## src/asr_pkg.sv

```systemverilog
// Shared constants for the accessory switch register block.
`default_nettype none

package asr_pkg;
  // ==========================================================================
  // Register indices (word address on the register bus)
  localparam int ASR_ADDR_W = 6;
  localparam logic [5:0] ASR_IDX_CONTROL = 6'h02;
  localparam logic [5:0] ASR_IDX_TYPE = 6'h0a;
  localparam logic [5:0] ASR_IDX_RAW = 6'h0b;
  localparam logic [5:0] ASR_IDX_ROUTE = 6'h13;
  localparam logic [5:0] ASR_IDX_CHARGE = 6'h14;
  localparam logic [5:0] ASR_IDX_MATCH = 6'h1b;
  localparam logic [5:0] ASR_IDX_TUNE = 6'h1c;
  localparam logic [5:0] ASR_IDX_IRQ_STATUS = 6'h20;
  localparam logic [5:0] ASR_IDX_IRQ_MASK = 6'h21;

  // ==========================================================================
  // Reset values and writable-bit masks
  localparam logic [7:0] ASR_RST_CONTROL = 8'h00;
  localparam logic [7:0] ASR_RST_ROUTE = 8'h27;
  localparam logic [7:0] ASR_RST_CHARGE = 8'h00;
  localparam logic [7:0] ASR_RST_MATCH = 8'h08;
  localparam logic [7:0] ASR_RST_TUNE = 8'h05;
  localparam logic [7:0] ASR_RST_IRQ_MASK = 8'h00;
  localparam logic [7:0] ASR_WMASK_CONTROL = 8'h01;
  localparam logic [7:0] ASR_WMASK_ROUTE = 8'hff;
  localparam logic [7:0] ASR_WMASK_CHARGE = 8'h1c;
  localparam logic [7:0] ASR_WMASK_MATCH = 8'h1c;
  localparam logic [7:0] ASR_WMASK_TUNE = 8'h0f;
  localparam logic [7:0] ASR_WMASK_IRQ = 8'h07;

  // ==========================================================================
  // Field positions
  localparam int ASR_CTRL_ROUTE_EN = 0;
  localparam int ASR_TYPE_DOCK = 5;
  localparam int ASR_TYPE_DCP = 2;
  localparam int ASR_TYPE_CDP = 1;
  localparam int ASR_TYPE_SDP = 0;
  localparam int ASR_NEG_LSB = 5;
  localparam int ASR_POS_LSB = 2;
  localparam int ASR_PWR_LSB = 0;
  localparam int ASR_CHG_FORCE_DET = 4;
  localparam int ASR_CHG_MIC_GUARD = 3;
  localparam int ASR_CHG_FORCE_0V6 = 2;
  localparam int ASR_MATCH_LSB = 2;
  localparam int ASR_CHECK_LSB = 2;
  localparam int ASR_CAP_LSB = 0;
  localparam int ASR_IRQ_ATTACH = 0;
  localparam int ASR_IRQ_CODE = 1;
  localparam int ASR_IRQ_RAIL = 2;

  // ==========================================================================
  // Routing codes
  localparam logic [2:0] ASR_DATA_OPEN = 3'h0;
  localparam logic [2:0] ASR_DATA_HOST1 = 3'h1;
  localparam logic [2:0] ASR_DATA_AUDIO = 3'h2;
  localparam logic [2:0] ASR_DATA_HOST2 = 3'h3;
  localparam logic [2:0] ASR_DATA_MIC = 3'h4;
  localparam logic [1:0] ASR_PWR_OPEN = 2'h0;
  localparam logic [1:0] ASR_PWR_MIC = 2'h2;
  localparam logic [1:0] ASR_PWR_OUT = 2'h3;

  // A count field encodes its count minus one.
  function automatic logic [3:0] asr_need(input logic [2:0] field);
    asr_need = {1'b0, field} + 4'h1;
  endfunction
endpackage

`default_nettype wire

```

## src/asr_id_filter.sv

```systemverilog
// ID reading filter: attach and resistor-code-change qualification.
`default_nettype none

module asr_id_filter
  import asr_pkg::*;
#(
  parameter int CODE_W = 5
) (
  // Clock and reset.
  input wire logic clk_sys,
  input wire logic srst,
  // Readings.
  input wire logic sample_valid,
  input wire logic [CODE_W-1:0] sample_code,
  // Tuning.
  input wire logic [2:0] match_field,
  input wire logic [1:0] check_field,
  // Results.
  output logic attached,
  output logic attach_pulse,
  output logic change_pulse
);
  // Codes wider than a byte are not served by the reading path.
  if (CODE_W < 1 || CODE_W > 8) begin : g_code_w_check
    $error("CODE_W out of range");
  end

  logic [CODE_W-1:0] stable_reg;
  logic [CODE_W-1:0] cand_reg;
  logic [3:0] cnt_reg;
  logic [3:0] cnt_next;
  logic [3:0] need;
  logic attached_reg;
  logic attach_pulse_reg;
  logic change_pulse_reg;
  logic hit;

  // A run counts consecutive identical readings that differ from the stable code.
  always_comb begin
    need = attached_reg ? asr_need({1'b0, check_field}) : asr_need(match_field);
    if (sample_code == cand_reg && cnt_reg != 4'h0) begin
      cnt_next = cnt_reg + 4'h1;
    end else begin
      cnt_next = 4'h1;
    end
    hit = sample_valid && sample_code != stable_reg && cnt_next >= need;
  end

  always_ff @(posedge clk_sys) begin
    if (srst) begin
      cnt_reg <= 4'h0;
      cand_reg <= '0;
    end else if (sample_valid) begin
      cand_reg <= sample_code;
      cnt_reg <= (sample_code == stable_reg || hit) ? 4'h0 : cnt_next;
    end
  end

  always_ff @(posedge clk_sys) begin
    if (srst) begin
      stable_reg <= '0;
      attached_reg <= 1'b0;
      attach_pulse_reg <= 1'b0;
      change_pulse_reg <= 1'b0;
    end else begin
      attach_pulse_reg <= hit && !attached_reg;
      change_pulse_reg <= hit && attached_reg;
      if (hit) begin
        stable_reg <= sample_code;
        attached_reg <= sample_code != '0;
      end
    end
  end

  assign attached = attached_reg;
  assign attach_pulse = attach_pulse_reg;
  assign change_pulse = change_pulse_reg;
endmodule

`default_nettype wire

```

## src/asr_top.sv

```systemverilog
// Accessory switch register bank with routing, charger signalling and ID tuning.
//
// Behaviour
// - Device-type bit 5 is one while a charging dock is detected.
// - Device-type bits 2, 1, 0 report dedicated, charging, standard downstream ports.
// - Raw 8-bit ID resistance value reads from its own read-only register.
// - Negative-data field 7:5 selects open, host one, left audio or host two.
// - Positive-data field 4:2 selects open, host one, right audio, host two, microphone.
// - Power field 1:0 selects open, rail to microphone, rail to output; 01 unused.
// - Manual routing applies only while the manual route enable bit is set.
// - The input-to-output power switch closes only while the input rail is valid.
// - Force bit drives charger detect low; otherwise low for charger type attachments.
// - Charge control bit 3 enables the microphone over-voltage guard.
// - Charge control bit 2 forces 0.6 V on positive data while rail valid.
// - Charge control bits 4, 3, 2 act regardless of manual route enable.
// - Attach needs match field plus one consecutive matching ID readings.
// - A resistor-code change needs check field plus one ID checks.
// - Capacitance field 1:0 selects the assumed ID line capacitance.
//
// The Avalon-MM register port is this design's own decision.
`default_nettype none

module asr_top
  import asr_pkg::*;
(
  // Clock and reset.
  input wire logic clk_sys,
  input wire logic srst,
  // Avalon-MM slave.
  input wire logic [asr_pkg::ASR_ADDR_W-1:0] avs_address,
  input wire logic avs_read,
  input wire logic avs_write,
  input wire logic [31:0] avs_writedata,
  output logic [31:0] avs_readdata,
  output logic avs_waitrequest,
  // Detection results from the analog front end.
  input wire logic dock_detected,
  input wire logic dcp_detected,
  input wire logic cdp_detected,
  input wire logic sdp_detected,
  input wire logic aca_detected,
  input wire logic carkit_detected,
  input wire logic input_power_rail_valid,
  input wire logic id_sample_valid,
  input wire logic [7:0] id_resistance_raw_value,
  input wire logic [4:0] id_code,
  // Switch controls, high closes the switch.
  output logic neg_data_host_one_close,
  output logic neg_data_audio_left_close,
  output logic neg_data_host_two_close,
  output logic pos_data_host_one_close,
  output logic pos_data_audio_right_close,
  output logic pos_data_host_two_close,
  output logic pos_data_microphone_close,
  output logic input_rail_microphone_close,
  output logic input_rail_output_close,
  // Charger signalling and ID tuning.
  output logic charger_detect_out_n,
  output logic microphone_overvolt_guard_enable,
  output logic pos_data_force_0v6,
  output logic [1:0] id_cap_select,
  output logic id_attached,
  // Interrupt.
  output logic irq
);
  // ==========================================================================
  // Register bus slave
  logic wait_reg;
  logic [31:0] rdata_reg;
  logic [31:0] rdata_next;
  logic wr_go;
  logic [7:0] wbyte;
  logic [7:0] control_reg;
  logic [7:0] type_reg;
  logic [7:0] raw_reg;
  logic [7:0] route_reg;
  logic [7:0] charge_reg;
  logic [7:0] match_reg;
  logic [7:0] tune_reg;
  logic [7:0] irq_status_reg;
  logic [7:0] irq_status_next;
  logic [7:0] irq_mask_reg;

  // One wait state: the request is seen, then waitrequest drops for one cycle.
  always_ff @(posedge clk_sys) begin
    if (srst) begin
      wait_reg <= 1'b1;
    end else if ((avs_read || avs_write) && wait_reg) begin
      wait_reg <= 1'b0;
    end else begin
      wait_reg <= 1'b1;
    end
  end

  assign wr_go = avs_write && !wait_reg;
  assign wbyte = avs_writedata[7:0];

  always_comb begin
    rdata_next = 32'h0000_0000;
    case (avs_address)
      ASR_IDX_CONTROL: rdata_next[7:0] = control_reg;
      ASR_IDX_TYPE: rdata_next[7:0] = type_reg;
      ASR_IDX_RAW: rdata_next[7:0] = raw_reg;
      ASR_IDX_ROUTE: rdata_next[7:0] = route_reg;
      ASR_IDX_CHARGE: rdata_next[7:0] = charge_reg;
      ASR_IDX_MATCH: rdata_next[7:0] = match_reg;
      ASR_IDX_TUNE: rdata_next[7:0] = tune_reg;
      ASR_IDX_IRQ_STATUS: rdata_next[7:0] = irq_status_reg;
      ASR_IDX_IRQ_MASK: rdata_next[7:0] = irq_mask_reg;
      default: rdata_next = 32'h0000_0000;
    endcase
  end

  always_ff @(posedge clk_sys) begin
    if (srst) begin
      rdata_reg <= 32'h0000_0000;
    end else if (avs_read && wait_reg) begin
      rdata_reg <= rdata_next;
    end
  end

  // ==========================================================================
  // Software registers
  always_ff @(posedge clk_sys) begin
    if (srst) begin
      control_reg <= ASR_RST_CONTROL;
      route_reg <= ASR_RST_ROUTE;
      charge_reg <= ASR_RST_CHARGE;
      match_reg <= ASR_RST_MATCH;
      tune_reg <= ASR_RST_TUNE;
      irq_mask_reg <= ASR_RST_IRQ_MASK;
    end else if (wr_go) begin
      case (avs_address)
        ASR_IDX_CONTROL: control_reg <= wbyte & ASR_WMASK_CONTROL;
        ASR_IDX_ROUTE: route_reg <= wbyte & ASR_WMASK_ROUTE;
        ASR_IDX_CHARGE: charge_reg <= wbyte & ASR_WMASK_CHARGE;
        ASR_IDX_MATCH: match_reg <= wbyte & ASR_WMASK_MATCH;
        ASR_IDX_TUNE: tune_reg <= wbyte & ASR_WMASK_TUNE;
        ASR_IDX_IRQ_MASK: irq_mask_reg <= wbyte & ASR_WMASK_IRQ;
        default: control_reg <= control_reg;
      endcase
    end
  end

  // ==========================================================================
  // Detection state
  always_ff @(posedge clk_sys) begin
    if (srst) begin
      type_reg <= 8'h00;
    end else begin
      type_reg <= 8'h00;
      type_reg[ASR_TYPE_DOCK] <= dock_detected;
      type_reg[ASR_TYPE_DCP] <= dcp_detected;
      type_reg[ASR_TYPE_CDP] <= cdp_detected;
      type_reg[ASR_TYPE_SDP] <= sdp_detected;
    end
  end

  always_ff @(posedge clk_sys) begin
    if (srst) begin
      raw_reg <= 8'h00;
    end else if (id_sample_valid) begin
      raw_reg <= id_resistance_raw_value;
    end
  end

  logic attach_pulse;
  logic change_pulse;
  logic attached_w;

  asr_id_filter #(
    .CODE_W(5)
  ) u_filter (
    .clk_sys(clk_sys),
    .srst(srst),
    .sample_valid(id_sample_valid),
    .sample_code(id_code),
    .match_field(match_reg[ASR_MATCH_LSB +: 3]),
    .check_field(tune_reg[ASR_CHECK_LSB +: 2]),
    .attached(attached_w),
    .attach_pulse(attach_pulse),
    .change_pulse(change_pulse)
  );

  // ==========================================================================
  // Routing and charger signalling
  logic route_en;
  logic [2:0] neg_sel;
  logic [2:0] pos_sel;
  logic [1:0] pwr_sel;
  logic neg_h1_reg;
  logic neg_al_reg;
  logic neg_h2_reg;
  logic pos_h1_reg;
  logic pos_ar_reg;
  logic pos_h2_reg;
  logic pos_mic_reg;
  logic pwr_mic_reg;
  logic pwr_out_reg;
  logic chg_det_n_reg;
  logic mic_guard_reg;
  logic force_0v6_reg;
  logic [1:0] cap_reg;
  logic attached_reg;

  assign route_en = control_reg[ASR_CTRL_ROUTE_EN];
  assign neg_sel = route_reg[ASR_NEG_LSB +: 3];
  assign pos_sel = route_reg[ASR_POS_LSB +: 3];
  assign pwr_sel = route_reg[ASR_PWR_LSB +: 2];

  // With manual routing off every switch here stays open.
  always_ff @(posedge clk_sys) begin
    if (srst) begin
      neg_h1_reg <= 1'b0;
      neg_al_reg <= 1'b0;
      neg_h2_reg <= 1'b0;
      pos_h1_reg <= 1'b0;
      pos_ar_reg <= 1'b0;
      pos_h2_reg <= 1'b0;
      pos_mic_reg <= 1'b0;
      pwr_mic_reg <= 1'b0;
      pwr_out_reg <= 1'b0;
    end else begin
      neg_h1_reg <= route_en && neg_sel == ASR_DATA_HOST1;
      neg_al_reg <= route_en && neg_sel == ASR_DATA_AUDIO;
      neg_h2_reg <= route_en && neg_sel == ASR_DATA_HOST2;
      pos_h1_reg <= route_en && pos_sel == ASR_DATA_HOST1;
      pos_ar_reg <= route_en && pos_sel == ASR_DATA_AUDIO;
      pos_h2_reg <= route_en && pos_sel == ASR_DATA_HOST2;
      pos_mic_reg <= route_en && pos_sel == ASR_DATA_MIC;
      pwr_mic_reg <= route_en && pwr_sel == ASR_PWR_MIC;
      pwr_out_reg <= route_en && pwr_sel == ASR_PWR_OUT && input_power_rail_valid;
    end
  end

  // These controls ignore the manual route enable.
  always_ff @(posedge clk_sys) begin
    if (srst) begin
      chg_det_n_reg <= 1'b1;
      mic_guard_reg <= 1'b0;
      force_0v6_reg <= 1'b0;
      cap_reg <= 2'h0;
      attached_reg <= 1'b0;
    end else begin
      chg_det_n_reg <= !(charge_reg[ASR_CHG_FORCE_DET] || dcp_detected || cdp_detected
                         || aca_detected || carkit_detected);
      mic_guard_reg <= charge_reg[ASR_CHG_MIC_GUARD];
      force_0v6_reg <= charge_reg[ASR_CHG_FORCE_0V6] && input_power_rail_valid;
      cap_reg <= tune_reg[ASR_CAP_LSB +: 2];
      attached_reg <= attached_w;
    end
  end

  // ==========================================================================
  // Interrupts
  logic rail_valid_d;
  logic [7:0] irq_events;
  logic [7:0] irq_clear;
  logic irq_reg;

  always_ff @(posedge clk_sys) begin
    if (srst) begin
      rail_valid_d <= 1'b0;
    end else begin
      rail_valid_d <= input_power_rail_valid;
    end
  end

  always_comb begin
    irq_events = 8'h00;
    irq_events[ASR_IRQ_ATTACH] = attach_pulse;
    irq_events[ASR_IRQ_CODE] = change_pulse;
    irq_events[ASR_IRQ_RAIL] = input_power_rail_valid != rail_valid_d;
    irq_clear = (wr_go && avs_address == ASR_IDX_IRQ_STATUS) ? wbyte : 8'h00;
    // A new event wins over a clear in the same cycle.
    irq_status_next = ((irq_status_reg & ~irq_clear) | irq_events) & ASR_WMASK_IRQ;
  end

  always_ff @(posedge clk_sys) begin
    if (srst) begin
      irq_status_reg <= 8'h00;
      irq_reg <= 1'b0;
    end else begin
      irq_status_reg <= irq_status_next;
      irq_reg <= |(irq_status_next & ~irq_mask_reg);
    end
  end

  // ==========================================================================
  // Outputs
  assign avs_waitrequest = wait_reg;
  assign avs_readdata = rdata_reg;
  assign neg_data_host_one_close = neg_h1_reg;
  assign neg_data_audio_left_close = neg_al_reg;
  assign neg_data_host_two_close = neg_h2_reg;
  assign pos_data_host_one_close = pos_h1_reg;
  assign pos_data_audio_right_close = pos_ar_reg;
  assign pos_data_host_two_close = pos_h2_reg;
  assign pos_data_microphone_close = pos_mic_reg;
  assign input_rail_microphone_close = pwr_mic_reg;
  assign input_rail_output_close = pwr_out_reg;
  assign charger_detect_out_n = chg_det_n_reg;
  assign microphone_overvolt_guard_enable = mic_guard_reg;
  assign pos_data_force_0v6 = force_0v6_reg;
  assign id_cap_select = cap_reg;
  assign id_attached = attached_reg;
  assign irq = irq_reg;
endmodule

`default_nettype wire

```

## config.mk

```make
export PLATFORM = sky130hd
export DESIGN_NAME = asr_top
export DESIGN_NICKNAME = d
export VERILOG_FILES = /design/src/asr_pkg.sv /design/src/asr_id_filter.sv /design/src/asr_top.sv
export SDC_FILE = /design/constraint.sdc
export NUM_CORES = 1
export LEC_CHECK = 0
export ABC_AREA = 1
export ABC_CLOCK_PERIOD_IN_PS = 5700
export BUFFER_PORTS_ARGS = -buffer_cell sky130_fd_sc_hd__buf_2
export CAP_MARGIN = 30
export CORE_ASPECT_RATIO = 0.6
export CORE_MARGIN = 2
export CORE_UTILIZATION = 55
export CTS_CLUSTER_SIZE = 40
export DETAILED_ROUTE_END_ITERATION = 8
export GPL_TIMING_DRIVEN = 0
export PLACE_DENSITY = 0.86
export SYNTH_ARGS = -nofsm -noshare
export SYNTH_HDL_FRONTEND = slang
export SYNTH_SLANG_ARGS = --single-unit
```

## constraint.sdc

```tcl
create_clock -name clk_sys -period 5.7 [get_ports clk_sys]
set_input_delay 0.285 -clock clk_sys [delete_from_list [all_inputs] [get_ports clk_sys]]
set_output_delay 0.285 -clock clk_sys [all_outputs]
set_load 0.005 [all_outputs]
```

==> After elaboration in Yosys (flattened, before gate mapping) <==
Index checks and enable logic that the tools add are counted.
{ "op_classes": {"n_addsub": 3, "n_lt_le_gt_ge": 1, "eq_ne": 22, "n_mux": 6, "bitwise": 5, "n_reduce_logical": 38} }
{ "ops": {"columns": ["operator", "n"], "rows": [
  ["case mux 8 bit (9 select lines)", 1],
  ["== test 6 x 5 -> 1 bit (second input constant)", 4],
  ["logical AND 1 bit", 20],
  ["== test 3 x 2 -> 1 bit (second input constant)", 4],
  ["== test 6 x 4 -> 1 bit (second input constant)", 2],
  ["== test 6 bit (second input constant)", 2],
  ["two-way mux 4 bit", 3],
  ["AND reduction 2 bit", 6],
  ["== test 5 bit", 2],
  ["AND 3 x 8 -> 8 bit", 1],
  ["inverter 3 -> 8 bit", 1],
  ["OR reduction 8 bit", 1],
  ["== test 3 x 1 -> 1 bit (second input constant)", 2],
  ["== test 6 x 2 -> 1 bit (second input constant)", 1],
  ["logical OR 1 bit", 6],
  ["!= test 5 bit", 1],
  ["nonzero test 5 bit", 1],
  ["adder 3 x 1 -> 4 bit (second input constant)", 1],
  ["adder 4 x 1 -> 4 bit (second input constant)", 1],
  ["== test 2 bit (second input constant)", 2],
  [">= comparator 4 bit", 1],
  ["nonzero test 4 bit", 1],
  ["adder 2 x 1 -> 3 bit (second input constant)", 1],
  ["AND 3 bit", 1],
  ["7 further kinds", 9]
]} }
{ "totals": {"regBits": 84, "input_bits": 63, "output_inout_bits": 49, "word_cells": 109} }

==> Depth between registers and ports, before layout <==
Gate-level depths: netlist of run 1.
{ "logic_depth": {"ltp_word": 9, "ltp_mapped": 20, "mapped_depth_nobuf": 20} }

==> Cells and area by module <==
A second synthesis of run 1 with hierarchy kept.
{ "unflattened": {"hier_cells": 543, "area_unflattened_um2": 3883.7} }
{ "modules_own_cells": {"columns": ["mod", "n_inst", "cells_each", "area_each_um2", "seq_area_each_um2"], "rows": [
  ["asr_top", 1, 371, 2788.9, 1261.2],
  ["asr_id_filter", 1, 172, 1094.8, 340.3]
]} }

==> Worst setup path before layout of run 1 <==
No wires, ideal clock.
{ "synth_path": {"path_kind": "register to register", "from": "register u_filter.cnt_reg[0]", "to": "register u_filter.stable_reg[0]", "setup_ns": 0.116, "arrival_ns": 2.071, "required_ns": 5.584, "setup_slack_ns": 3.514, "stages_incl_launch_ff": 19, "n_path_buf": 0, "synth_period_minus_slack_ns": 2.186, "path_cell_list": "dfxtp_1 > inv_1 > ha_1 > nand3_1 > o21ai_0 > nor2_1 > nand2_1 > a21oi_1 > ha_1 > nand2_1 > inv_1 > nand2_1 > nand3_1 > nand2_1 > inv_1 > nand2_2 > inv_1 > nor2_1 > nor2_1"} }
{ "synth_via": {"elab_chain_len": 5, "word_cells_on_any_way": 6, "classes_between": "add/sub: 1; order compare: 1; mux: 1; reduce/logical: 3"} }
{ "synth_rtl": {"columns": ["item", "line", "source"], "rows": [
  ["start, declared", "asr_id_filter.sv:30", "logic [3:0] cnt_reg;"],
  ["start signal, assigned", "asr_id_filter.sv:55", "cnt_reg <= (sample_code == stable_reg || hit) ? 4'h0 : cnt_next;"],
  ["branches (longest 2 deep; another with adder 4 x 1 -> 4 bit)", null, null],
  ["two-way mux 4 bit *", "asr_id_filter.sv:41", "if (sample_code == cand_reg && cnt_reg != 4'h0) begin"],
  [">= comparator 4 bit *", "asr_id_filter.sv:46", "hit = sample_valid && sample_code != stable_reg && cnt_next >= need;"],
  ["logical AND 1 bit *", "asr_id_filter.sv:46", null],
  ["end signal, assigned", "asr_id_filter.sv:69", "stable_reg <= sample_code;"],
  ["end, declared", "asr_id_filter.sv:28", "logic [CODE_W-1:0] stable_reg;"]
]} }
Every way passes the cells marked *.
A chain may end at the register's enable or synchronous reset.

==> Worst setup path in the final report of run 1 <==
{ "layout_path": {"from": "register u_filter.cnt_reg[0]", "to": "register u_filter.attached_reg, in the netlist u_filter.attached"} }
{ "layout_via": {"elab_chain_len": 5, "word_cells_on_any_way": 6, "classes_between": "add/sub: 1; order compare: 1; mux: 1; reduce/logical: 3"} }
{ "layout_rtl": {"columns": ["item", "line", "source"], "rows": [
  ["branches (longest 2 deep; another with adder 4 x 1 -> 4 bit)", null, null],
  ["two-way mux 4 bit *", "asr_id_filter.sv:41", null],
  [">= comparator 4 bit *", "asr_id_filter.sv:46", null],
  ["logical AND 1 bit *", "asr_id_filter.sv:46", null],
  ["end signal, assigned", "asr_id_filter.sv:62", "attached_reg <= 1'b0;"],
  ["end signal, assigned", "asr_id_filter.sv:70", "attached_reg <= sample_code != '0;"],
  ["end, declared", "asr_id_filter.sv:33", "logic attached_reg;"]
]} }
Marked as above.

==> summary.md, run 1 <==
The worst setup path is captured at a flip-flop. For the finished layout, the period the worst path requires is 2.85 ns. The sequential-to-total area share from yosys stat is 0.417, and the measured slew at the worst slew-check pin is 0.688 ns.

For this run, design rule violations remaining after detail routing come to 0. The tools report the number of rows in the core area as 23. The clock tree root driver cell is sky130_fd_sc_hd__clkbuf_16. The logs give 351 MHz for the maximum clock frequency and 1.04 mW for the design internal power. The netlist uses 32 different library cells. The required time of the worst setup path was 5.98 ns; the number of flip-flops and latches in the synthesized netlist was 80. For the final cell count without fillers, the log shows 728.

Number of endpoints with negative hold slack in the final report: 0. In the layout the commonest cells are sky130_fd_sc_hd__nand2_1 (103), sky130_fd_sc_hd__dfxtp_1 (80), sky130_fd_sc_hd__nor2_1 (78). Setup repair after global routing left no endpoint under its margin.

Across the whole layout, storage elements account for 1600 µm². After clock tree synthesis, the repair step resized 0 gates. The share of async-settable or async-resettable flops after synthesis was 0; the data arrival time of the worst path was 3.13 ns.

Summing every instance area after synthesis gives 3840 µm². TritonCTS built the clock tree. The first detailed-routing pass ran for 5 iterations. The worst-case IR drop observed on VDD is 0.193 mV.

The detailed router placed 3781 vias in this run. During synthesis, Yosys emitted a total of 0 warnings. Most common flop cell mapped by yosys: sky130_fd_sc_hd__dfxtp_1. Clock skew on the completed layout was measured at 0.0115 ns. For this design the total switching power over the nets is 312 µW.

The synthesized design contains 0 enable-type register cells. The maximum fanout along the worst path works out to 9. The initial DRC count is 352.

The run gives 0 as the number of antenna diodes. The overall routed net length is 10.3 mm, and the delay of the slowest cell on the worst path is 0.45 ns. For the overall routing resource usage, the log shows 0.271. Buffers placed on the I/O ports in this run total 63.

The part of the total power dissipated in combinational logic was 0.082. The remaining global-route overflow was 0; the insertion delay to the later sink of the worst-skew pair was 0.34 ns. Path type of the worst setup path: flip-flop to flip-flop.

In this run the standard cell core region covers 6710 µm². Synthesis produced a netlist whose cell count is 540. For this design the static power due to leakage is 2.33 nW. The cell seen most often among critical-path stages was sky130_fd_sc_hd__inv_1. The run gives 0 as the max-slew violation total from the final report.

The post-synthesis to final-layout area growth was 22.2%. STA classifies the critical path startpoint as a flip-flop. Entering global routing, the biggest net connects 15 pins.

The library cell used most frequently in the layout, excluding fill and tap cells, is sky130_fd_sc_hd__nand2_1. For the worst-case headroom to the max-slew limit, the log shows 0.541. Hold repair after CTS inserted 0 buffers. Starting density of the core: 0.572. The cell count after placement came out at 713. The clock tree buffer depth was 2; the clock share of power was 0.490. Master of the slowest instance on the critical path: sky130_fd_sc_hd__dfxtp_1. The number of global-route vias before repair is 3424. The first global-routing pass estimated 16.1 mm of wire.

The filler cell count in the final layout is 564, and the synthesized area divided by synthesized cell count is 7.11 µm². The tree built by TritonCTS fans out to 80 sinks. After routing, the total negative slack on setup checks comes to 0 ns. The combined area of the multi-input logic cells is 1820 µm², and the final HPWL from detailed placement is 7.79 mm. The share of final-layout standard cells stronger than drive strength 1 is 0.200, and the maximum level of the CTS H-tree is 3. The run gives 112 as the top-level I/O count. Routability-driven placement finished with a final weighted congestion of 0.949.

In this run the vertical extent of the chip is 68.7 µm. The switching share of power is 0.231. Once detail routing completed, the nets flagged for antenna violations numbered 0. The full die area is 7680 µm². The critical path goes through inv_1 -> ha_1 -> nand3_1 -> o21ai_0 -> nor2_1 -> nand2_1 -> nor2_1 -> ha_1 -> a21oi_1 -> nand3_1 -> nand2_1 -> inv_1 -> nand2_2 -> inv_1 -> nand3_1 -> nand2_1 -> inv_1.

The tools report the setup fix buffers added after clock tree synthesis as 0. The share of the cycle needed by the critical path after routing works out to 0.500. The CTS buffer count was 9. In the final design database the tool counted 708 nets. Grouping stages by cell kind, the critical path spends the most delay in simple AND/OR/NAND/NOR gates. Clock-pin slew was measured on the worst setup and hold paths at 0.06 ns.

In the routed layout, each cell is associated on average with a via count of 5.19. Dividing the detail-routed wire length by the instance count gives 14.1 µm. The worst hold-check path type is input port to flip-flop. The initial antenna violation count came out at 0.

The flow ran to the end, and the final reports show no timing, DRC or antenna violations. The run gives 0 as the max-cap check violation count. In this run the power density over the cells is 289 nW/µm². The share of total power in sequential cells came out at 0.428.

Setup violations remaining at the end of the flow were counted as 0. The floorplan step set the die width to 112 µm. Counting both buffers and inverters, the worst setup path holds a total of 4.
-- area by class of cell --
type                            count  share of cell area
Timing Repair Buffer               63              0.0672
Clock inverter                      6              0.0248
Inverter                           74              0.0598
Tap cell                           87              0.0232
Multi-Input combinational cell    374               0.388
Sequential cell                    80               0.342
Clock buffer                        9              0.0480
Buffer                             35              0.0472
-- Yosys cell counts, types with 4 or more instances --
library cell | count | area share
sky130_fd_sc_hd__a21oi_1 | 34 | 0.044
sky130_fd_sc_hd__buf_4 | 24 | 0.047
sky130_fd_sc_hd__clkbuf_1 | 11 | 0.011
sky130_fd_sc_hd__dfxtp_1 | 80 | 0.42
sky130_fd_sc_hd__ha_1 | 8 | 0.026
sky130_fd_sc_hd__inv_1 | 70 | 0.068
sky130_fd_sc_hd__nand2_1 | 103 | 0.10
sky130_fd_sc_hd__nand2_2 | 4 | 0.0065
sky130_fd_sc_hd__nand3_1 | 34 | 0.044
sky130_fd_sc_hd__nand4_1 | 7 | 0.011
sky130_fd_sc_hd__nor2_1 | 78 | 0.076
sky130_fd_sc_hd__nor2_2 | 5 | 0.0082
sky130_fd_sc_hd__nor2_4 | 6 | 0.018
sky130_fd_sc_hd__nor3_1 | 10 | 0.013
sky130_fd_sc_hd__o211ai_1 | 7 | 0.014
sky130_fd_sc_hd__o21ai_0 | 34 | 0.044
-- routing by layer --
layer / routed length, µm / global-route usage
met5: 0 / 0
met4: 163 / 0.0941
met3: 1250 / 0.0673
met2: 4410 / 0.444
met1: 4450 / 0.356
-- cells by family (layout without fill, tap and decap cells) --
kind of cell    after synthesis  count (layout)  share of synthesized area
simple gates                253             253                      0.294
buf+inv                     109             187                      0.131
compound gates               83              83                      0.117
flops                        80              80                      0.417
fa+ha+maj                     8               8                     0.0261
xor+xnor                      4               4                    0.00913
mux                           2               2                    0.00522
other cells                   1              24                   0.000977
-- power groups by stage --
stage	Clock (mW)	Sequential [mW]	Combinational (mW)
final	0.664	0.580	0.111
after global routing	0.692	0.580	0.122
after CTS	0.667	0.579	0.107
after detailed placement	0	0.592	0.106
after global placement	0	0.591	0.103
after floorplan	0	0.590	0.0661
-- worst reg2reg max path, stage by stage, from the launching register on --
cell                      delay (ns)
sky130_fd_sc_hd__dfxtp_1        0.45
sky130_fd_sc_hd__inv_1          0.08
sky130_fd_sc_hd__ha_1           0.21
sky130_fd_sc_hd__nand3_1        0.10
sky130_fd_sc_hd__o21ai_0        0.09
sky130_fd_sc_hd__nor2_1         0.28
sky130_fd_sc_hd__nand2_1        0.16
sky130_fd_sc_hd__nor2_1         0.12
sky130_fd_sc_hd__ha_1           0.27
sky130_fd_sc_hd__a21oi_1        0.16
sky130_fd_sc_hd__nand3_1        0.10
sky130_fd_sc_hd__nand2_1        0.10
sky130_fd_sc_hd__inv_1          0.06
sky130_fd_sc_hd__nand2_2        0.18
sky130_fd_sc_hd__inv_1          0.16
sky130_fd_sc_hd__nand3_1        0.15
sky130_fd_sc_hd__nand2_1        0.06
sky130_fd_sc_hd__inv_1          0.05
-- path summary, 6_finish.rpt --
check | cells past startpoint | slack [ns] | start | end
max reg2reg | 17 | 2.85 | u_filter.cnt_reg[0] | u_filter.attached
min | 2 | 0.13 | carkit_detected | charger_detect_out_n
min reg2reg | 1 | 0.42 | route_reg[6] | neg_data_host_one_close
max | 17 | 2.85 | u_filter.cnt_reg[0] | u_filter.attached
-- metrics by stage --
step / power [mW] / utilization / setup slack, ns / cell area, µm² / hold WS (ns)
after CTS: 1.35 / 0.699 / 2.92 / 4690 / 0.124
after detailed placement: 0.698 / 0.648 / 2.96 / 4350 / 0.410
after global routing: 1.39 / 0.699 / 2.64 / 4690 / 0.131
after global placement: 0.694 / 0.648 / 3.10 / 4350 / 0.407
final: 1.35 / 0.699 / 2.85 / 4690 / 0.125
after floorplan: 0.656 / - / 3.51 / 3920 / 0.366
Power figures use the tool's default switching activity.
==> inputs of run 2 (changes only) <==
--- a/config.mk
+++ b/config.mk
@@ -6,16 +6,16 @@
 export NUM_CORES = 1
 export LEC_CHECK = 0
 export ABC_AREA = 1
-export ABC_CLOCK_PERIOD_IN_PS = 5700
+export ABC_CLOCK_PERIOD_IN_PS = 2470
 export BUFFER_PORTS_ARGS = -buffer_cell sky130_fd_sc_hd__buf_2
 export CAP_MARGIN = 30
 export CORE_ASPECT_RATIO = 0.6
 export CORE_MARGIN = 2
-export CORE_UTILIZATION = 55
+export CORE_UTILIZATION = 47
 export CTS_CLUSTER_SIZE = 40
 export DETAILED_ROUTE_END_ITERATION = 8
 export GPL_TIMING_DRIVEN = 0
-export PLACE_DENSITY = 0.86
+export PLACE_DENSITY = 0.78
 export SYNTH_ARGS = -nofsm -noshare
 export SYNTH_HDL_FRONTEND = slang
 export SYNTH_SLANG_ARGS = --single-unit
==> constraint.sdc (replaced) <==
create_clock -name clk_sys -period 2.47 [get_ports clk_sys]
set_input_delay 0.1235 -clock clk_sys [delete_from_list [all_inputs] [get_ports clk_sys]]
set_output_delay 0.1235 -clock clk_sys [all_outputs]
set_load 0.005 [all_outputs]
==> run 2 against run 1 <==
Total power is 110% higher. Clock power increased by 82%. Global-route usage decreased by 2.6 points. Setup slack lost 2.7 ns. Largest cell class unchanged. Via count rose by 0.98%. Hold slack got worse by 0.12 ns. Register-to-register slack got worse by 2.7 ns. Final area increased by 2.7%. Largest power group is now sequential cells. Critical path type unchanged. Count of clock-buffer cells in the layout up 1. Die area increased by 16%. Highest routed layer unchanged.
==> summary.md, run 2 (synthesized netlist as in run 1, its figures left out) <==
The initial antenna violation count was 0 (unchanged). The worst hold path terminates at route_reg[5]. The slowest stage of the critical path belongs to the cell sky130_fd_sc_hd__dfxtp_4. The cell leakage power is 2.35 nW (+0.99%), and the per-cell routed wire length is 13.7 µm (-3.0%).

The clock tree buffer depth was 2 (unchanged). The number of remaining DRC errors came out at 0 (unchanged). The run gives 2.74 ns (-3.24 ns) as the required time of the worst setup path. The measured slew at the worst slew-check pin works out to 0.617 ns (-0.0708 ns). The tools report the filler cell count in the final layout as 714 (+27%). The worst hold-check path type was input port to flip-flop. The worst hold path begins at avs_writedata[5]. The detailed router used layers up to and including met4. The finished layout cell area was 4810 µm² (+2.7%); the hold slack was 0.00605 ns (-0.119 ns).

The count of buffers from port buffering was 63 (unchanged); the total via count after detailed routing was 3818 (+0.98%). TritonCTS built the clock tree. The clock-pin transition on the worst setup and hold timing paths works out to 0.06 ns (about the same). For the worst setup slack for register-to-register paths, the log shows 0.11 ns (-2.74 ns). The data arrival time of the worst path was 2.63 ns (-0.50 ns).

For the number of nets at the end of the flow, the log shows 720 (+1.7%). For the CTS buffer count, the log shows 9 (unchanged). The routed wire length on met3 is 996 µm (-21%), and the post-route clock skew is 0.00912 ns (-0.00241 ns). The insertion delay to the later sink of the worst-skew pair was 0.35 ns (about the same); the post-route minimum period was 2.36 ns (-0.494 ns). For the full die area, the log shows 8930 µm² (+16%).

For the setup slack after layout, the log shows 0.114 ns (-2.74 ns). The path type of the worst setup path was flip-flop to flip-flop. For the number of global-route vias before repair, the log shows 3544 (+3.5%). The commonest non-fill, non-tap cell in the layout was sky130_fd_sc_hd__nand2_1. The top-level I/O count was 112 (unchanged); the number of cells traversed by the worst hold path was 3 (+1). The worst setup timing slack at the placement stage is -0.228 ns (-3.19 ns), and the max-slew violation total from the final report is 0 (unchanged). The maximum number of pins on one net before global-route repair came out at 14 (-1). The tools report the maximum level of the CTS H-tree as 3 (unchanged). The share of final-layout standard cells stronger than drive strength 1 came out at 0.231 (+0.0316). Area inside the core boundary: 7880 µm² (+18%). Global-route wire length before repair: 16.6 mm (+3.3%).

The length of the first detailed-routing pass in iterations is 5 (unchanged). The total number of clock tree sinks was 80 (unchanged). The post-synthesis to final-layout area growth works out to 25.5%.

The switching share of power came out at 0.254 (+0.0236). The logs give 0 (unchanged) for the remaining global-route overflow and 7.79 mm (about the same) for the final HPWL from detailed placement. The endpoint kind of the worst setup timing path was a flip-flop. The logs give 0 (unchanged) for the number of endpoints with negative hold slack in the final report and 0.487 (-0.0855) for the starting density of the core. The path depth of the worst reg2reg path is 15 (-2), and the design internal power is 2.10 mW (+100%). The overall die width is 121 µm (+7.9%).

The overall routed net length is 10.4 mm (+1.4%). The run gives 0 (unchanged) as the number of setup violations in the final report. The critical path buffer and inverter count was 4 (unchanged); the share of the cycle needed by the critical path after routing was 0.954 (+0.454). The part of the total power dissipated in combinational logic was 0.096 (+0.014). The detailed-routing wirelength on met1 came out at 4.91 mm (+10%).

The clock share of power came out at 0.429 (-0.061). In this run the critical register-to-register path is launched from u_filter.cnt_reg[0]. For the worst-case headroom to the max-slew limit, the log shows 0.588 (+0.0472).

The peak ir drop on the vdd network is 0.342 mV (+77%), and the total power per unit cell area is 585 nW/µm² (+100%). The global placement routability congestion was 0.940 (-0.92%). Switching power summed over all nets: 716 µW (+130%). The overall routing resource usage was 0.244 (-0.0261); the via density per instance was 5.02 (-3.4%). The vertical extent of the die was 74.0 µm (+7.7%); the delay of the slowest cell on the worst path was 0.35 ns (-0.10 ns). The flow ran to the end, and the final reports show no timing, DRC or antenna violations. The share of total power in sequential cells was 0.474 (+0.046); the number of antenna diodes was 0 (unchanged).

STA classifies the critical path startpoint as a flip-flop. Terminus of the critical flop-to-flop path: u_filter.cnt_reg[0]. Max-cap check violation count: 0 (unchanged). Maximum clock frequency: 424 MHz (+21%).

For the instance area after placement, the log shows 4370 µm² (+0.60%). The cell seen most often among critical-path stages is sky130_fd_sc_hd__nand2_1. The sequential cell area in the final layout was 1610 µm² (+0.47%). Number of rows in the core area: 25 (+8.7%). The number of nets with antenna violations after detailed routing came out at 0 (unchanged). The initial DRC count is 362 (+2.8%).

The met2 wire length came out at 4.31 mm (-2.1%). The combined area of the multi-input logic cells is 1890 µm² (+3.6%). The critical path goes through buf_4 -> buf_4 -> ha_1 -> or2_4 -> a21oi_2 -> ha_1 -> nand2_1 -> inv_1 -> nand2_1 -> nand3_2 -> nand2_2 -> nand2_1 -> inv_1 -> nand3_1 -> a21oi_1.

Broken down by cell family, the worst path's largest delay share belongs to simple AND/OR/NAND/NOR gates. The total negative slack is 0 ns (unchanged). Clock tree synthesis selected as its root buffer the cell sky130_fd_sc_hd__clkbuf_16. The maximum fanout along the worst path works out to 4 (-5). Leaving out fill and tap cells, the most frequent cells in the layout are sky130_fd_sc_hd__nand2_1 (101), sky130_fd_sc_hd__dfxtp_1 (78), sky130_fd_sc_hd__nor2_1 (73).
==> run 2: repair_timing <==
action	in CTS	in global routing
hold buffers	6	0
buffers inserted	1	4
gates resized for setup	2	23
cloned	0	1
hold endpoints to repair	4	0
pin swaps	1	7
endpoints found under the setup margin	12	12
==> run 2: layer usage <==
layer,vias up,global-route usage
met5,-,0
met4,0,0.0982
met3,21,0.0683
met2,176,0.363
met1,1729,0.340
li1,1892,-
==> run 2: worst max-delay path by stage <==
| stage | startpoint | to | slack (ns) | cells after the start |
|---|---|---|---|---|
| global placement | u_filter.cnt_reg[0] | u_filter.attached | -0.14 | 19 |
| global route | u_filter.cnt_reg[0] | u_filter.attached | -0.004 | 16 |
| finish | u_filter.cnt_reg[0] | u_filter.cnt_reg[0] | 0.11 | 15 |
| floorplan | u_filter.cnt_reg[0] | u_filter.stable_reg[0] | 0.28 | 18 |
| detailed placement | u_filter.cnt_reg[0] | u_filter.attached | -0.23 | 17 |
| CTS | u_filter.cnt_reg[1] | u_filter.attached | 0.03 | 17 |
==> run 2: per-stage QoR <==
stage | std cells | power (mW) | util
6_report | 761 | 2.82 | 0.611
5_1_grt | 761 | 2.91 | 0.611
4_1_cts | 756 | 2.81 | 0.597
3_3_place_gp | 734 | 1.60 | 0.555
2_1_floorplan | 563 | 1.51 | -
3_5_place_dp | 734 | 1.61 | 0.555
==> run 2: area by class of cell <==
type | instances | share of cell area
buffer | 35 | 0.0460
inverter | 74 | 0.0593
sequential | 80 | 0.334
tap | 108 | 0.0281
clock inverter | 5 | 0.00728
clock buffer | 10 | 0.0476
timing repair buffer | 74 | 0.0858
multi-input combinational | 375 | 0.392
==> run 2: power by group through the flow <==
stage / combinational, mW / clock, mW / sequential [mW]
after floorplan: 0.152 / 0 / 1.36
after global placement: 0.240 / 0 / 1.36
after global routing: 0.302 / 1.27 / 1.34
after CTS: 0.255 / 1.22 / 1.34
final: 0.271 / 1.21 / 1.34
after detailed placement: 0.245 / 0 / 1.36
==> run 2: worst min-delay path, delay by kind of cell <==
kind | cells | cell delay [ns]
simple gates | 1 | 0.05
compound gates | 1 | 0.06
buf+inv | 1 | 0.08
==> inputs of run 3 (changes only) <==
--- a/config.mk
+++ b/config.mk
@@ -15,7 +15,7 @@
 export CTS_CLUSTER_SIZE = 40
 export DETAILED_ROUTE_END_ITERATION = 8
 export GPL_TIMING_DRIVEN = 0
-export PLACE_DENSITY = 0.78
+export PLACE_DENSITY = 0.76
 export SYNTH_ARGS = -nofsm -noshare
 export SYNTH_HDL_FRONTEND = slang
 export SYNTH_SLANG_ARGS = --single-unit
==> run 3 against run 2 <==
Count of clock-buffer cells in the layout rose by 2. First-iteration DRC count rose by 12%. Hold slack barely moved. Clock power increased by 4%. Sequential share of layout area down 0.34 points. Highest routed layer unchanged. Largest power group unchanged. Maximum frequency decreased by 2.4%. Setup slack worse by 0.058 ns.
==> summary.md, run 3 (synthesized netlist as in run 1, its figures left out) <==
The flow ran to the end, and the final reports show no timing, DRC or antenna violations. The peak ir drop on the vdd network came out at 0.380 mV (+11%). The number of endpoints with negative hold slack in the final report is 0 (unchanged), and the switching share of power is 0.248 (-0.00612).

The maximum level of the CTS H-tree was 3 (unchanged). The overall routed net length was 10.5 mm (+0.64%); the overall die width was 121 µm (unchanged). The required time of the worst setup path was 2.67 ns (-0.07 ns); the total number of clock tree sinks was 80 (unchanged). The measured slew at the worst slew-check pin is 0.625 ns (+0.00800 ns), and the overall routing resource usage is 0.240 (-0.00441). For the remaining global-route overflow, the log shows 0 (unchanged). The worst setup path is captured at a flip-flop. The tools report the full die area as 8930 µm² (unchanged). For the initial antenna violation count, the log shows 0 (unchanged).

The kind of start point of the critical path was a flip-flop. The global placement routability congestion is 0.909 (-3.3%). The commonest non-fill, non-tap cell in the layout is sky130_fd_sc_hd__nand2_1. Met2 wire length: 4.42 mm (+2.5%).

The run gives 407 (+12%) as the initial DRC count. The worst hold-check path type is input port to flip-flop. Leaving out fill and tap cells, the most frequent cells in the layout are sky130_fd_sc_hd__nand2_1 (101), sky130_fd_sc_hd__dfxtp_1 (78), sky130_fd_sc_hd__nor2_1 (74). The global-route wire length before repair is 16.3 mm (-2.2%), and the finished layout cell area is 4860 µm² (+0.88%). The starting density of the core is 0.487 (unchanged). The tools report the max-slew violation total from the final report as 0 (unchanged). The top-level I/O count is 112 (unchanged). The run gives 0 (unchanged) as the max-cap check violation count. The tools report the number of antenna diodes as 0 (unchanged). The clock share of power was 0.440 (+0.011); the worst setup slack for register-to-register paths was 0.06 ns (-0.06 ns). The logs give 713 µW (-0.37%) for the switching power summed over all nets and 14 (unchanged) for the maximum number of pins on one net before global-route repair. The post-route clock skew is 0.00711 ns (-0.00201 ns), and the data arrival time of the worst path is 2.61 ns (-0.02 ns).

The logs give 3437 (-3.0%) for the number of global-route vias before repair and 0 (unchanged) for the number of remaining DRC errors. Vertical extent of the die: 74.0 µm (unchanged). The total power per unit cell area was 592 nW/µm² (+1.2%). For the length of the first detailed-routing pass in iterations, the log shows 5 (unchanged).

Signal routing reaches up to met4. TritonCTS built the clock tree. The run gives 2.87 mW (+2.1%) as the overall power.

The share of final-layout standard cells stronger than drive strength 1 works out to 0.231 (-0.000354). The area inside the core boundary was 7880 µm² (unchanged); the post-route minimum period was 2.41 ns (+0.0576 ns). The clock-pin transition on the worst setup and hold timing paths was 0.06 ns (about the same); the share of total power in sequential cells was 0.465 (-0.009). The final HPWL from detailed placement was 7.79 mm (about the same). Cell leakage power: 2.35 nW (about the same).

The tools report the clock tree root driver cell as sky130_fd_sc_hd__clkbuf_16. The share of the cycle needed by the critical path after routing works out to 0.977 (+0.0233). The tools report the part of the total power dissipated in combinational logic as 0.095 (about the same).

The tools report the insertion delay to the later sink of the worst-skew pair as 0.34 ns (about the same). The detailed-routing wirelength on met1 was 4.86 mm (-1.1%). The logs give 3803 (-0.39%) for the total via count after detailed routing and 0 (unchanged) for the number of setup violations in the final report. The count of buffers from port buffering is 63 (unchanged), and the worst-case headroom to the max-slew limit is 0.583 (-0.00534).

For the maximum clock frequency, the log shows 414 MHz (-2.4%). The tools report the design internal power as 2.16 mW (+2.9%). The path type of the worst setup path is flip-flop to flip-flop. The per-cell routed wire length is 13.8 µm (+0.51%). The post-synthesis to final-layout area growth works out to 26.6%. The number of nets with antenna violations after detailed routing was 0 (unchanged).

The CTS buffer count is 9 (unchanged). The instance area after placement is 4370 µm² (unchanged), and the via density per instance is 4.99 (-0.52%). The number of nets at the end of the flow was 720 (unchanged); the clock tree buffer depth was 2 (unchanged). The routed wire length on met3 was 1.14 mm (+14%); the maximum fanout along the worst path was 6 (+2).

For the number of rows in the core area, the log shows 25 (unchanged).
[run 3: cell count changes in the layout (fill, tap and decap cells not counted), sizes merged]
cell      before  now
clkbuf        21   23
clkinvlp       1    2
nand2        109  108
buf           92   93
clkinv         4    2
[run 3: path summary, 6_finish.rpt]
check	depth (start not counted)	end	start
max	18	u_filter.attach_pulse	u_filter.cnt_reg[0]
min	3	route_reg[5]	avs_writedata[5]
max reg2reg	18	u_filter.attach_pulse	u_filter.cnt_reg[0]
min reg2reg	1	neg_data_host_one_close	route_reg[6]
[run 3: per-stage QoR]
| stage | hold slack [ns] | utilization | cells | setup TNS, ns | setup WS [ns] |
|---|---|---|---|---|---|
| 2_1_floorplan | 0.204 | - | 563 | 0 | 0.284 |
| 3_3_place_gp | 0.325 | 0.555 | 734 | -0.638 | -0.139 |
| 3_5_place_dp | 0.317 | 0.555 | 734 | -1.13 | -0.216 |
| 4_1_cts | 0.00140 | 0.600 | 757 | 0 | 0.0405 |
| 5_1_grt | 0.0127 | 0.616 | 762 | -0.207 | -0.0675 |
| 6_report | 0.00615 | 0.616 | 762 | 0 | 0.0563 |
[run 3: timing repair]
action / CTS / global route
resized for setup: 2 / 26
buffers inserted: 1 / 5
pin swaps: 1 / 11
endpoints found under the setup margin: 7 / 8
endpoints found under the hold margin: 4 / 0
hold buffers: 6 / 0
gates cloned: 0 / 0
[run 3: power groups by stage]
stage	sequential, mW	combinational [mW]	clock [mW]
CTS	1.34	0.256	1.28
detailed placement	1.36	0.245	0
floorplan	1.36	0.152	0
global route	1.34	0.303	1.34
finish	1.34	0.274	1.26
global placement	1.36	0.240	0
[run 3: area by class of cell]
type,instances,area (µm²)
plain buffers,35,221
flip-flops and latches,80,1610
well taps,108,135
clock inverters,4,28.8
clock buffers,12,256
repair buffers,75,424
multi-input cells,374,1900
fillers,730,3030
inverters,74,285
[run 3: metal layers]
metal	GRT usage	vias up
met5	0	-
li1	-	1888
met4	0.0491	0
met1	0.347	1726
met2	0.355	181
met3	0.0759	8
[run 3: worst max-delay path, cell delays in order, from the launching register on]
cell	delay [ns]
sky130_fd_sc_hd__dfxtp_4	0.36
sky130_fd_sc_hd__inv_1	0.05
sky130_fd_sc_hd__ha_1	0.19
sky130_fd_sc_hd__nand3_1	0.08
sky130_fd_sc_hd__o21ai_1	0.08
sky130_fd_sc_hd__nor2_2	0.15
sky130_fd_sc_hd__nand2_2	0.14
sky130_fd_sc_hd__a21oi_2	0.14
sky130_fd_sc_hd__ha_1	0.25
sky130_fd_sc_hd__nand2_1	0.07
sky130_fd_sc_hd__inv_1	0.04
sky130_fd_sc_hd__nand2_1	0.08
sky130_fd_sc_hd__nand3_2	0.08
sky130_fd_sc_hd__nand2_2	0.10
sky130_fd_sc_hd__inv_2	0.04
sky130_fd_sc_hd__nand2_4	0.14
sky130_fd_sc_hd__buf_6	0.15
sky130_fd_sc_hd__buf_4	0.10
sky130_fd_sc_hd__nor3_1	0.03
